**config.mk**
```make
export PLATFORM = sky130hd
export DESIGN_NAME = ycf_capture_fifo
export DESIGN_NICKNAME = d
export VERILOG_FILES = /design/src/design/ycf_pkg.sv /design/src/design/ycf_capture_fifo.sv /design/src/design/ycf_stage_fifo.sv
export VERILOG_INCLUDE_DIRS = /design/src /design/src/design
export SDC_FILE = /design/constraint.sdc
export NUM_CORES = 2
export LEC_CHECK = 0
export BUFFER_PORTS_ARGS = -buffer_cell sky130_fd_sc_hd__buf_2
export CORE_ASPECT_RATIO = 1.25
export CORE_MARGIN = 1
export CORE_UTILIZATION = 35
export CTS_BUF_LIST = sky130_fd_sc_hd__clkbuf_8
export DETAILED_ROUTE_END_ITERATION = 6
export GPL_TIMING_DRIVEN = 0
export HOLD_SLACK_MARGIN = 0.02
export PLACE_DENSITY = 0.48
export SLEW_MARGIN = 20
export SYNTH_ARGS = -nofsm -noshare
export SYNTH_HDL_FRONTEND = slang
export SYNTH_SLANG_ARGS = --single-unit
export TNS_END_PERCENT = 30
```
**constraint.sdc**
```tcl
create_clock -name sys_clk_i -period 6.1 [get_ports sys_clk_i]
set_input_delay 0.61 -clock sys_clk_i [delete_from_list [all_inputs] [get_ports sys_clk_i]]
set_output_delay 0.61 -clock sys_clk_i [all_outputs]
set_load 0.1 [all_outputs]
```
**src/design/ycf_defines.svh**
```systemverilog
// Purpose: offsets, field positions, reset values and sizes of the capture fifo
// Assumes: 16-bit register space, byte offsets as printed
// Notes:   definitions only
`ifndef YCF_DEFINES_SVH
`define YCF_DEFINES_SVH

`define YCF_REG_STATUS       16'h2822
`define YCF_REG_DEPTH        16'h2824
`define YCF_REG_VALID_COUNT  16'h2828
`define YCF_REG_COUNT_EXT    16'h282e
`define YCF_DMA_DATA_ADDR    32'h3000_0000

`define YCF_DEPTH_RESET      8'h3f
`define YCF_DEPTH_BIAS       8'd7
`define YCF_STATUS_RSVD      12'h800
`define YCF_EXT_LSB          8
`define YCF_MAIN_DWORDS      66
`define YCF_OUT_DWORDS       4
`define YCF_THR_MIN_DWORDS   3

`endif

```
**src/design/ycf_pkg.sv**
```systemverilog
// Purpose: shared types of the capture fifo
// Assumes: nothing
// Notes:   constants live in ycf_defines.svh
package ycf_pkg;
	typedef logic [15:0] ycf_half_t;
	typedef logic [31:0] ycf_word_t;
	typedef logic [17:0] ycf_count_t;
	typedef enum logic {
		YCF_DISPLAY = 1'b0,
		YCF_CAPTURE = 1'b1
	} ycf_mode_e;
endpackage : ycf_pkg

```
**src/design/ycf_capture_fifo.sv**
```systemverilog
// Purpose: programmable-depth fifo buffering yuv words between capture, memory mover and display path
// Assumes: registers and the memory-mover port are on sys_clk_i; mode comes from logic on the same clock
// Notes:   main store in dwords, a halfword pairing stage on the mover write path, 4-dword output stage
//
// Summary of operation
// - The programmed depth is the 8-bit size field plus seven, in 4-byte units.
// - Main storage tops out at 264 bytes (66 dwords), with a 4-dword output stage counted within the set size and a halfword input hold outside it.
// - The 16-bit data port is reachable only by the memory mover at its own address, never as a register.
// - A read-only 16-bit register reports the readable data in 32-bit words.
// - A 2-bit threshold reports fewer than three dwords, three or more dwords, above a quarter, or above half of the set size.
// - Read-only full and empty flags read 1 while their condition holds.
// - A separate read-only field supplies bits 17-16 of the valid-data count.
`timescale 1ns/1ps
`default_nettype none
`include "ycf_defines.svh"
module ycf_capture_fifo #(
	parameter int MAIN_DWORDS = `YCF_MAIN_DWORDS,
	parameter int OUT_DWORDS  = `YCF_OUT_DWORDS
) (
	// clock, reset, enable
	input  wire logic               sys_clk_i,
	input  wire logic               rst_b_i,
	input  wire logic               ce_i,
	// mode select
	input  wire ycf_pkg::ycf_mode_e mode_i,
	// register port
	input  wire logic [15:0]        reg_addr_i,
	input  wire logic               reg_wr_i,
	input  wire logic               reg_rd_i,
	input  wire logic [15:0]        reg_wdata_i,
	output logic      [15:0]        reg_rdata_o,
	// memory mover data port
	input  wire logic [31:0]        dmm_addr_i,
	input  wire logic               dmm_wr_i,
	input  wire logic               dmm_rd_i,
	input  wire ycf_pkg::ycf_half_t dmm_wdata_i,
	output logic                    dmm_ack_o,
	output var ycf_pkg::ycf_half_t  dmm_rdata_o,
	// capture source
	input  wire logic               cap_valid_i,
	output logic                    cap_ready_o,
	input  wire ycf_pkg::ycf_word_t cap_data_i,
	// display sink
	output logic                    disp_valid_o,
	input  wire logic               disp_ready_i,
	output var ycf_pkg::ycf_word_t  disp_data_o
);
	import ycf_pkg::*;

	localparam int PW = $clog2(MAIN_DWORDS);
	localparam int CW = $clog2(MAIN_DWORDS+1);
	localparam int OW = $clog2(OUT_DWORDS+1);

	////////////////////////////////////////////////////////////////////////////
	// registers
	logic [7:0]  depth_field, next_depth_field;
	logic [15:0] next_reg_rdata;
	logic [8:0]  set_dwords;
	logic [CW-1:0] main_cap;
	ycf_count_t  total;
	logic [1:0]  thr;
	logic        is_full, is_empty;
	logic [CW-1:0] main_cnt;
	logic [OW-1:0] out_cnt;

	function automatic logic hit(input logic [15:0] a, input logic [15:0] off);
		hit = (a == off);
	endfunction : hit

	always_comb begin
		set_dwords = {1'b0, depth_field} + {1'b0, `YCF_DEPTH_BIAS};
		// the bias already covers both stages; clamp keeps the main store within its 264 bytes
		if (set_dwords > 9'(MAIN_DWORDS + OUT_DWORDS))
			main_cap = CW'(MAIN_DWORDS);
		else if (set_dwords > 9'(OUT_DWORDS))
			main_cap = CW'(set_dwords - 9'(OUT_DWORDS));
		else
			main_cap = CW'(1);
		total    = ycf_count_t'(main_cnt) + ycf_count_t'(out_cnt);
		is_empty = (total == '0);
		is_full  = (total >= ycf_count_t'(set_dwords)) || (main_cnt >= main_cap);
		if ((total << 1) > ycf_count_t'(set_dwords))
			thr = 2'b11;
		else if ((total << 2) > ycf_count_t'(set_dwords))
			thr = 2'b10;
		else if (total >= ycf_count_t'(`YCF_THR_MIN_DWORDS))
			thr = 2'b01;
		else
			thr = 2'b00;
	end

	always_comb begin
		next_depth_field = depth_field;
		if (ce_i && reg_wr_i && hit(reg_addr_i, `YCF_REG_DEPTH))
			next_depth_field = reg_wdata_i[7:0];
		next_reg_rdata = reg_rdata_o;
		if (ce_i && reg_rd_i) begin
			// the data port is deliberately absent here; unmapped offsets read zero
			if (hit(reg_addr_i, `YCF_REG_STATUS))
				next_reg_rdata = {`YCF_STATUS_RSVD, thr, is_full, is_empty};
			else if (hit(reg_addr_i, `YCF_REG_DEPTH))
				next_reg_rdata = {8'h00, depth_field};
			else if (hit(reg_addr_i, `YCF_REG_VALID_COUNT))
				next_reg_rdata = total[15:0];
			else if (hit(reg_addr_i, `YCF_REG_COUNT_EXT))
				next_reg_rdata = 16'(total[17:16]) << `YCF_EXT_LSB;
			else
				next_reg_rdata = 16'h0000;
		end
	end

	always_ff @(posedge sys_clk_i or negedge rst_b_i) begin
		if (!rst_b_i) begin
			depth_field <= `YCF_DEPTH_RESET;
			reg_rdata_o <= 16'h0000;
		end else begin
			depth_field <= next_depth_field;
			reg_rdata_o <= next_reg_rdata;
		end
	end

	////////////////////////////////////////////////////////////////////////////
	// memory mover port and halfword pairing
	logic      dmm_sel, dmm_rd_ack, dmm_wr_ack, main_wr_ok;
	logic      rd_half, next_rd_half, wr_half, next_wr_half;
	ycf_half_t low_hold, next_low_hold, next_dmm_rdata;
	logic      out_valid, out_pop;
	ycf_word_t out_data;

	assign dmm_sel    = (dmm_addr_i == `YCF_DMA_DATA_ADDR);
	assign main_wr_ok = (main_cnt < main_cap);
	assign dmm_rd_ack = ce_i && dmm_sel && dmm_rd_i && (mode_i == YCF_CAPTURE) && out_valid;
	// the low half only lands in the input stage, so it never waits on the main store
	assign dmm_wr_ack = ce_i && dmm_sel && dmm_wr_i && (mode_i == YCF_DISPLAY) && (!wr_half || main_wr_ok);
	assign dmm_ack_o  = dmm_rd_ack || dmm_wr_ack;
	assign out_pop    = (mode_i == YCF_CAPTURE) ? (dmm_rd_ack && rd_half) : disp_ready_i;

	always_comb begin
		next_rd_half   = dmm_rd_ack ? !rd_half : rd_half;
		next_dmm_rdata = dmm_rd_ack ? (rd_half ? out_data[31:16] : out_data[15:0]) : dmm_rdata_o;
		next_wr_half   = dmm_wr_ack ? !wr_half : wr_half;
		next_low_hold  = (dmm_wr_ack && !wr_half) ? dmm_wdata_i : low_hold;
	end

	always_ff @(posedge sys_clk_i or negedge rst_b_i) begin
		if (!rst_b_i) begin
			rd_half     <= 1'b0;
			wr_half     <= 1'b0;
			low_hold    <= 16'h0000;
			dmm_rdata_o <= 16'h0000;
		end else begin
			rd_half     <= next_rd_half;
			wr_half     <= next_wr_half;
			low_hold    <= next_low_hold;
			dmm_rdata_o <= next_dmm_rdata;
		end
	end

	////////////////////////////////////////////////////////////////////////////
	// main store
	ycf_word_t     mem [MAIN_DWORDS];
	ycf_word_t     push_data;
	logic [PW-1:0] wr_ptr, rd_ptr, next_wr_ptr, next_rd_ptr;
	logic [CW-1:0] next_main_cnt;
	logic          push, pop, out_ready;

	function automatic logic [PW-1:0] bump(input logic [PW-1:0] p);
		bump = (p == PW'(MAIN_DWORDS-1)) ? '0 : p + 1'b1;
	endfunction : bump

	assign cap_ready_o = (mode_i == YCF_CAPTURE) && main_wr_ok;

	always_comb begin
		if (mode_i == YCF_CAPTURE) begin
			push      = ce_i && cap_valid_i && cap_ready_o;
			push_data = cap_data_i;
		end else begin
			push      = dmm_wr_ack && wr_half;
			push_data = {dmm_wdata_i, low_hold};
		end
		pop           = ce_i && (main_cnt != '0) && out_ready;
		next_wr_ptr   = push ? bump(wr_ptr) : wr_ptr;
		next_rd_ptr   = pop ? bump(rd_ptr) : rd_ptr;
		next_main_cnt = main_cnt + CW'(push) - CW'(pop);
	end

	always_ff @(posedge sys_clk_i or negedge rst_b_i) begin
		if (!rst_b_i) begin
			wr_ptr   <= '0;
			rd_ptr   <= '0;
			main_cnt <= '0;
		end else begin
			wr_ptr   <= next_wr_ptr;
			rd_ptr   <= next_rd_ptr;
			main_cnt <= next_main_cnt;
		end
	end

	always_ff @(posedge sys_clk_i) begin
		if (push) begin
			mem[wr_ptr] <= push_data;
		end
	end

	////////////////////////////////////////////////////////////////////////////
	// output stage
	ycf_stage_fifo #(
		.WIDTH (32),
		.DEPTH (OUT_DWORDS)
	) u_out_stage (
		.sys_clk_i   (sys_clk_i),
		.rst_b_i     (rst_b_i),
		.ce_i        (ce_i),
		.in_valid_i  (main_cnt != '0),
		.in_ready_o  (out_ready),
		.in_data_i   (mem[rd_ptr]),
		.out_valid_o (out_valid),
		.out_ready_i (out_pop),
		.out_data_o  (out_data),
		.count_o     (out_cnt)
	);

	assign disp_valid_o = (mode_i == YCF_DISPLAY) && out_valid;
	assign disp_data_o  = out_data;
endmodule : ycf_capture_fifo
`default_nettype wire

```
**src/design/ycf_stage_fifo.sv**
```systemverilog
// Purpose: small flip-flop fifo used as the output stage
// Assumes: one clock, clock enable freezes state
// Notes:   no bypass, so a word pushed is visible the next cycle
`timescale 1ns/1ps
`default_nettype none
module ycf_stage_fifo #(
	parameter int WIDTH = 32,
	parameter int DEPTH = 4
) (
	// clock and reset
	input  wire logic                       sys_clk_i,
	input  wire logic                       rst_b_i,
	input  wire logic                       ce_i,
	// fill side
	input  wire logic                       in_valid_i,
	output logic                            in_ready_o,
	input  wire logic [WIDTH-1:0]           in_data_i,
	// drain side
	output logic                            out_valid_o,
	input  wire logic                       out_ready_i,
	output logic      [WIDTH-1:0]           out_data_o,
	// fill level
	output logic      [$clog2(DEPTH+1)-1:0] count_o
);
	localparam int PW = $clog2(DEPTH);
	localparam int CW = $clog2(DEPTH+1);

	logic [WIDTH-1:0] mem [DEPTH];
	logic [PW-1:0]    wr_ptr, rd_ptr, next_wr_ptr, next_rd_ptr;
	logic [CW-1:0]    cnt, next_cnt;
	logic             push, pop;

	function automatic logic [PW-1:0] bump(input logic [PW-1:0] p);
		bump = (p == PW'(DEPTH-1)) ? '0 : p + 1'b1;
	endfunction : bump

	assign in_ready_o  = (cnt != CW'(DEPTH));
	assign out_valid_o = (cnt != '0);
	assign out_data_o  = mem[rd_ptr];
	assign count_o     = cnt;

	always_comb begin
		push        = ce_i && in_valid_i && in_ready_o;
		pop         = ce_i && out_valid_o && out_ready_i;
		next_wr_ptr = push ? bump(wr_ptr) : wr_ptr;
		next_rd_ptr = pop ? bump(rd_ptr) : rd_ptr;
		next_cnt    = cnt + CW'(push) - CW'(pop);
	end

	always_ff @(posedge sys_clk_i or negedge rst_b_i) begin
		if (!rst_b_i) begin
			wr_ptr <= '0;
			rd_ptr <= '0;
			cnt    <= '0;
		end else begin
			wr_ptr <= next_wr_ptr;
			rd_ptr <= next_rd_ptr;
			cnt    <= next_cnt;
		end
	end

	// data storage carries no reset
	always_ff @(posedge sys_clk_i) begin
		if (push) begin
			mem[wr_ptr] <= in_data_i;
		end
	end
endmodule : ycf_stage_fifo
`default_nettype wire

```
# After elaboration in Yosys (flattened, before gate mapping)
# Memories as Yosys holds them, arrays and structs flattened.
# Cells that the tools add are included.
[word_totals] n_memories=2 word_cells=92 mem_bits_ro=0 ramBits=2240 latch_bits=0 out_inout_bits=67 reg_bits=86
[op_classes] div=0 n_reduce_logical=29 eq_ne=9 bitwise_logic=1 multipliers=0 n_shift=0 addsub=11 n_lt_le_gt_ge=8 muxes=20
[mem_list] memory="mem" depth=66 width=32 rd=1 rd_ports_with_merged_regs=0 wr=1 line="ycf_capture_fifo.sv:161" text="ycf_word_t mem [MAIN_DWORDS];"
[mem_list] memory="u_out_stage.mem" depth=4 width=32 rd=1 rd_ports_with_merged_regs=0 wr=1 line="ycf_stage_fifo.sv:28" text="logic [WIDTH-1:0] mem [DEPTH];"
[op_table] op="$eq 16x14->1 const B" n=3
[op_table] op="$eq 32x30->1 const B" n=1
[op_table] op="$mux 16" n=2
[op_table] op="$mux 32" n=1
[op_table] op="$mux 7" n=4
[op_table] op="$logic_and 1x1->1" n=21
[op_table] op="$logic_not 18->1" n=1
[op_table] op="$mux 8" n=2
[op_table] op="$add 7x1->7 const B" n=2
[op_table] op="$eq 7x7->1 const B" n=2
[op_table] op="$gt 10x9->1" n=1
[op_table] op="$add 8x3->9 const B" n=1
[op_table] op="$ge 8x9->1" n=1
[op_table] op="$gt 9x3->1 const B" n=1
[op_table] op="$gt 9x7->1 const B" n=1
[op_table] op="$gt 9x9->1" n=1
[op_table] op="$add 7x3->8" n=1
[op_table] op="$ge 8x2->1 const B" n=1
[op_table] op="$mux 2" n=4
[op_table] op="$add 7x1->7" n=1
[op_table] op="$ge 7x7->1" n=1
[op_table] op="$lt 7x7->1" n=1
[op_table] op="$mux 1" n=7
[op_table] op="$reduce_bool 7->1" n=1
[op_table] op="other kinds (11)" n=16

# Logic depth before layout (Yosys ltp)
[logic_depth] word_depth=11 depth_mapped=28 ltp_nobuf=26

# By module
# A second synthesis with hierarchy kept.
[hier_totals] cells_unflattened=4396 area_unflattened_um2=91542.8
[by_module_without_submodules] module="ycf_capture_fifo" seq_area_each_um2=65230.1 area_per_inst_um2=86470.4 n_inst=1 cells_per_inst=4188
[by_module_without_submodules] module="ycf_stage_fifo" seq_area_each_um2=4018.9 area_per_inst_um2=5072.4 n_inst=1 cells_per_inst=208

# Worst setup path after synthesis
# Ideal clock, no wire load.
[synth_path] path_type="register -> register" start="register depth_field[0]" end="memory mem[60][0] (netlist name) (enable)" setup_ns=0.421 path_buffers=4 arrival_ns=5.572 path_slack_ns=0.106 synth_period_minus_slack_ns=5.994 stages_incl_launch_ff=19 required_ns=5.679 path_cell_list="dfstp_2 clkbuf_1 inv_1 ha_1 clkbuf_1 nand2b_1 nand4_1 xor2_1 clkbuf_1 a211o_1 a21boi_0 nand2_1 ha_1 a41oi_1 o21ai_0 nor3_1 clkbuf_1 o211ai_1 nor2_1"
[synth_between] elab_chain_cells=11
[synth_lines] item="from (decl)" line="ycf_capture_fifo.sv:56" text="logic [7:0] depth_field, next_depth_field;"
[synth_lines] item="from (signal assigned)" line="ycf_capture_fifo.sv:114" text="depth_field <= `YCF_DEPTH_RESET;"
[synth_lines] item="from (signal assigned)" line="ycf_capture_fifo.sv:117" text="depth_field <= next_depth_field;"
[synth_lines] item="$add 8x3->9 (*)" line="ycf_capture_fifo.sv:71" text="set_dwords = {1'b0, depth_field} + {1'b0, `YCF_DEPTH_BIAS};"
[synth_lines] item="$gt 9x3->1 / $sub 7x3->7 (equally long branches)" line="ycf_capture_fifo.sv:75, ycf_capture_fifo.sv:76"
[synth_lines] item="$mux 7" line="ycf_capture_fifo.sv:75" text="else if (set_dwords > 9'(OUT_DWORDS))"
[synth_lines] item="$mux 7 (*)" line="ycf_capture_fifo.sv:73" text="if (set_dwords > 9'(MAIN_DWORDS + OUT_DWORDS))"
[synth_lines] item="$lt 7x7->1 (*)" line="ycf_capture_fifo.sv:131" text="assign main_wr_ok = (main_cnt < main_cap);"
[synth_lines] item="$logic_or 1x1->1" line="ycf_capture_fifo.sv:134" text="assign dmm_wr_ack = ce_i && dmm_sel && dmm_wr_i && (mode_i == YCF_DISPLAY) && (!wr_half || main_wr_ok);"
[synth_lines] item="$logic_and 1x1->1" line="ycf_capture_fifo.sv:134"
[synth_lines] item="$logic_and 1x1->1" line="ycf_capture_fifo.sv:178" text="push = dmm_wr_ack && wr_half;"
[synth_lines] item="$mux 1 (*)" line="ycf_capture_fifo.sv:174" text="if (mode_i == YCF_CAPTURE) begin"
[synth_lines] item="$mux 1 (*)" line="ycf_capture_fifo.sv:200" text="if (push) begin"
[synth_lines] item="$mux 1 (not written as such) (*)" line="ycf_capture_fifo.sv:201" text="mem[wr_ptr] <= push_data;"
[synth_lines] item="to (decl)" line="ycf_capture_fifo.sv:161"
# Mark *: on every way between the ends. The rest lies on a longest branch, timed or not.

# Worst setup path after layout
[layout_path] start="register depth_field[1]" end="memory mem[37][11] (netlist name) (enable)"
# The elaborated chain is that of the path after synthesis.

==> impl_metrics.py <==
metrics = {
    "final_layout": {
        "nets": 5376,
        "syn_to_final_growth_pct": 19.1,
        "most-common-layout-cells": "edfxtp_1, mux4_2, clkbuf_8, buf_2, mux2i_1",
        "layoutNonFillerInstCount": 8966,
        "finish.utilization_pct": 42.0,
        "layout_commonest_cell": "edfxtp_1",
        "drive_above_1_share_pct": 30.9,
    },
    "global_route": {
        "overflow": 0,
        "grt_pass1_wl_um": 449000,
        "grt_pass1_vias": 50407,
        "grt_usage_pct": 25.5,
        "grt_max_degree": 67,
        "antenna_found_initial": 16,
    },
    "setup_path": {
        "worstPathMaxFanout": 17,
        "end_kind": "flop",
        "worst_ep_required_time_ns": 6.77,
        "cp.arrival_ns": 6.39,
        "r2r-start": "depth_field[1]$_DFFE_PN1P_",
        "cp-start-kind": "flop",
        "rrSetupSlack_ns": 0.37,
        "criticalPathCategory": "reg2reg",
        "rr_worst_depth": 18,
        "worst_r2r_endpoint": "mem[37][11]$_DFFE_PP_",
    },
    "sta": {
        "finalCritPeriodShare_pct": 93.9,
        "min_period_ns": 5.73,
        "setup_viol": 0,
        "rsz0062_at_grt": "false",
        "hold_violations": 0,
        "fmax_mhz": 175,
        "slew_violations": 0,
        "tns_ns": 0,
        "slew_headroom_pct": 17.3,
        "tightestPinTransition_ns": 1.24,
        "fin_skew_ns": 0.0641,
        "whs_ns": 0.0906,
    },
    "clock_network": {
        "cts_tree": "yes",
        "cts_buffer_depth": 4,
        "clk_pin_slew_ns": 0.06,
        "clkLatencyLatePin_ns": 1.03,
        "cts_inserted_buffers": 372,
        "clockRootBuffer": "clkbuf_8",
        "htree_levels": 5,
        "clkSinkCount": 2319,
    },
    "route": {
        "routed_wl_um": 339000,
        "wl_per_cell_um": 37.9,
        "drt-initial-drc-count": 6022,
        "vias": 50430,
        "postRouteAntennaNets": 0,
        "firstDrtPassIters": 7,
        "vias_per_cell": 5.62,
        "remaining_drc_errors": 0,
    },
    "pwr": {
        "leakage_nw": 35.7,
        "finalPower_w": 0.0494,
        "power_density_nw_per_um2": 454,
        "vdd_drop_max_uv": 556,
    },
    "placement": {
        "hpwl_um": 239000,
        "placed_cells_incl_taps": 8246,
        "port_buffers": 172,
        "gp_congestion": 0.942,
    },
    "min_path": {
        "hold_class": "in2reg",
        "hold_start": "reg_addr_i[2]",
        "hold_depth": 4,
        "worst_hold_path.endpoint": "reg_rdata_o[15]$_DFFE_PN0P_",
    },
    "floorplan": {
        "core_um2": 259000,
        "fp-row-count": 209,
        "io_pins": 189,
        "die_height_um": 573,
        "start_util_pct": 35.2,
        "dieArea_um2": 263000,
        "die_x_um": 459,
    },
    "yosys": {
        "synth_edf_count": 2240,
        "synth_warnings": 0,
        "synth_flop_cell": "edfxtp_1",
        "synth_cell_type_count": 78,
        "synth-seq-cells": 2319,
        "synth.avg_cell_area_um2": 20.7,
        "ys_seq_area_share_pct": 75.8,
        "async_flop_share_pct": 3.41,
        "synth_area_um2": 91400,
        "synthCells": 4409,
    },
    "flow_run": {
        "maxCapViolCount": 0,
    },
    "status": {
        "outcome": "completed",
    },
}
-- layout make-up --
class / instances / area, µm²
Fill cell: 22936 / 151000
Clock buffer: 380 / 5230
Tap cell: 3481 / 4360
Timing Repair Buffer: 405 / 5310
Sequential cell: 2319 / 69200
Multi-Input combinational cell: 1819 / 21500
Clock inverter: 281 / 1520
Antenna cell: 6 / 15.0
Buffer: 239 / 1540
Inverter: 36 / 135
-- registers in the layout (all words and copies together) (netlist names), 7 cells and up --
name             flops
reg_rdata_o          9
rd_ptr               7
u_out_stage.mem    128
main_cnt             7
depth_field          8
wr_ptr               7
mem               2112
dmm_rdata_o         16
low_hold            16
-- metal layers --
metal / routed length (µm) / share of wire [%] / GRT usage [%]
met1: 122000 / 36 / 30.2
met2: 170000 / 50 / 43.3
met3: 23600 / 6.9 / 4.16
met4: 23700 / 7.0 / 15.5
met5: 45 / 0.013 / 0
-- per-stage QoR --
stage / area (µm²) / worst slack, ns
after global routing: 109000 / 0.123
after detailed placement: 101000 / -1.52
after global placement: 96600 / -4.33
after CTS: 109000 / 0.00317
after floorplan: 91400 / 0.106
final: 109000 / 0.374
-- critical path, stage by stage (launching register included) --
cell and delay, ns:
dfstp_2 0.64, inv_1 0.11, ha_2 0.28, nand2b_1 0.15, nand4_1 0.12, xor2_1 0.27, clkbuf_2 0.27, o21ai_0 0.18
a21oi_1 0.25, ha_1 0.30, nor2b_1 0.13, o21ai_0 0.29, a21oi_4 0.14, nor4b_4 0.26, buf_4 0.20, o2111ai_2 0.58
nor2_4 0.71, buf_12 0.26, buf_12 0.21
-- power by group --
part / switching [W] / internal [W] / leakage, nW / total (W)
sequential: 0.000179 / 0.0183 / 21.3 / 0.0185
combinational: 0.0125 / 0.00577 / 10.5 / 0.0183
clock: 0.00643 / 0.00624 / 3.89 / 0.0127
total: 0.0192 / 0.0303 / 35.7 / 0.0494
-- how the worst max path moves through the flow --
stage,from,end,slack (ns)
6_report,depth_field[1]$_DFFE_PN1P_,mem[37][11]$_DFFE_PP_,0.37
3_5_place_dp,depth_field[0]$_DFFE_PN1P_,mem[36][27]$_DFFE_PP_,-1.52
5_1_grt,depth_field[4]$_DFFE_PN1P_,main_cnt[6]$_DFF_PN0_,0.12
3_3_place_gp,depth_field[0]$_DFFE_PN1P_,mem[36][27]$_DFFE_PP_,-4.33
4_1_cts,depth_field[0]$_DFFE_PN1P_,dmm_ack_o,0.003
2_1_floorplan,depth_field[0]$_DFFE_PN1P_,mem[60][0]$_DFFE_PP_,0.11
-- cell families (layout without fill, tap and decap cells) --
group / Yosys count / count (layout) / share of synthesized area [%]
multiplexers: 790 / 790 / 15.4
other: 1 / 13 / 0.00410
adder cells (fa/ha/maj): 63 / 63 / 0.884
XOR/XNOR: 27 / 27 / 0.259
AO/OA/AOI/OAI: 422 / 422 / 3.25
AND/OR/NAND/NOR: 510 / 510 / 2.66
flip-flops: 2319 / 2319 / 75.8
buffers and inverters: 277 / 1341 / 1.79
-- cell usage after synthesis (all sizes together), types with 9 or more instances --
master / n / area, µm²
a22o: 18 / 158
clkbuf: 91 / 342
nor3: 31 / 155
a2111oi: 33 / 289
nor2b: 35 / 226
a32o: 12 / 120
a211oi: 22 / 165
a21oi: 59 / 295
nor4: 21 / 131
o21ai: 67 / 339
mux2: 84 / 946
mux4: 484 / 10900
dfrtp: 73 / 1830
a22oi: 56 / 420
nand2b: 10 / 62.6
nand3: 48 / 240
nand2: 147 / 552
mux2i: 222 / 2220
nor2: 147 / 552
a31oi: 9 / 56.3
nand4: 20 / 125
xnor2: 18 / 158
inv: 35 / 131
buf: 150 / 1160
a221oi: 15 / 131
edfxtp: 2240 / 67300
xor2: 9 / 78.8
o22ai: 64 / 400
ha: 59 / 738
and2: 12 / 75.1
-- timing repair --
item                       in CTS  in global routing
hold endpoints to repair      122                  0
pin swaps                      14                  1
setup endpoints to repair    2118                450
buffers inserted               21                  2
hold buffers                   32                  0
cloned                          0                  0
resized for setup              17                  6
No activity file was read; power rests on OpenSTA's default activity.
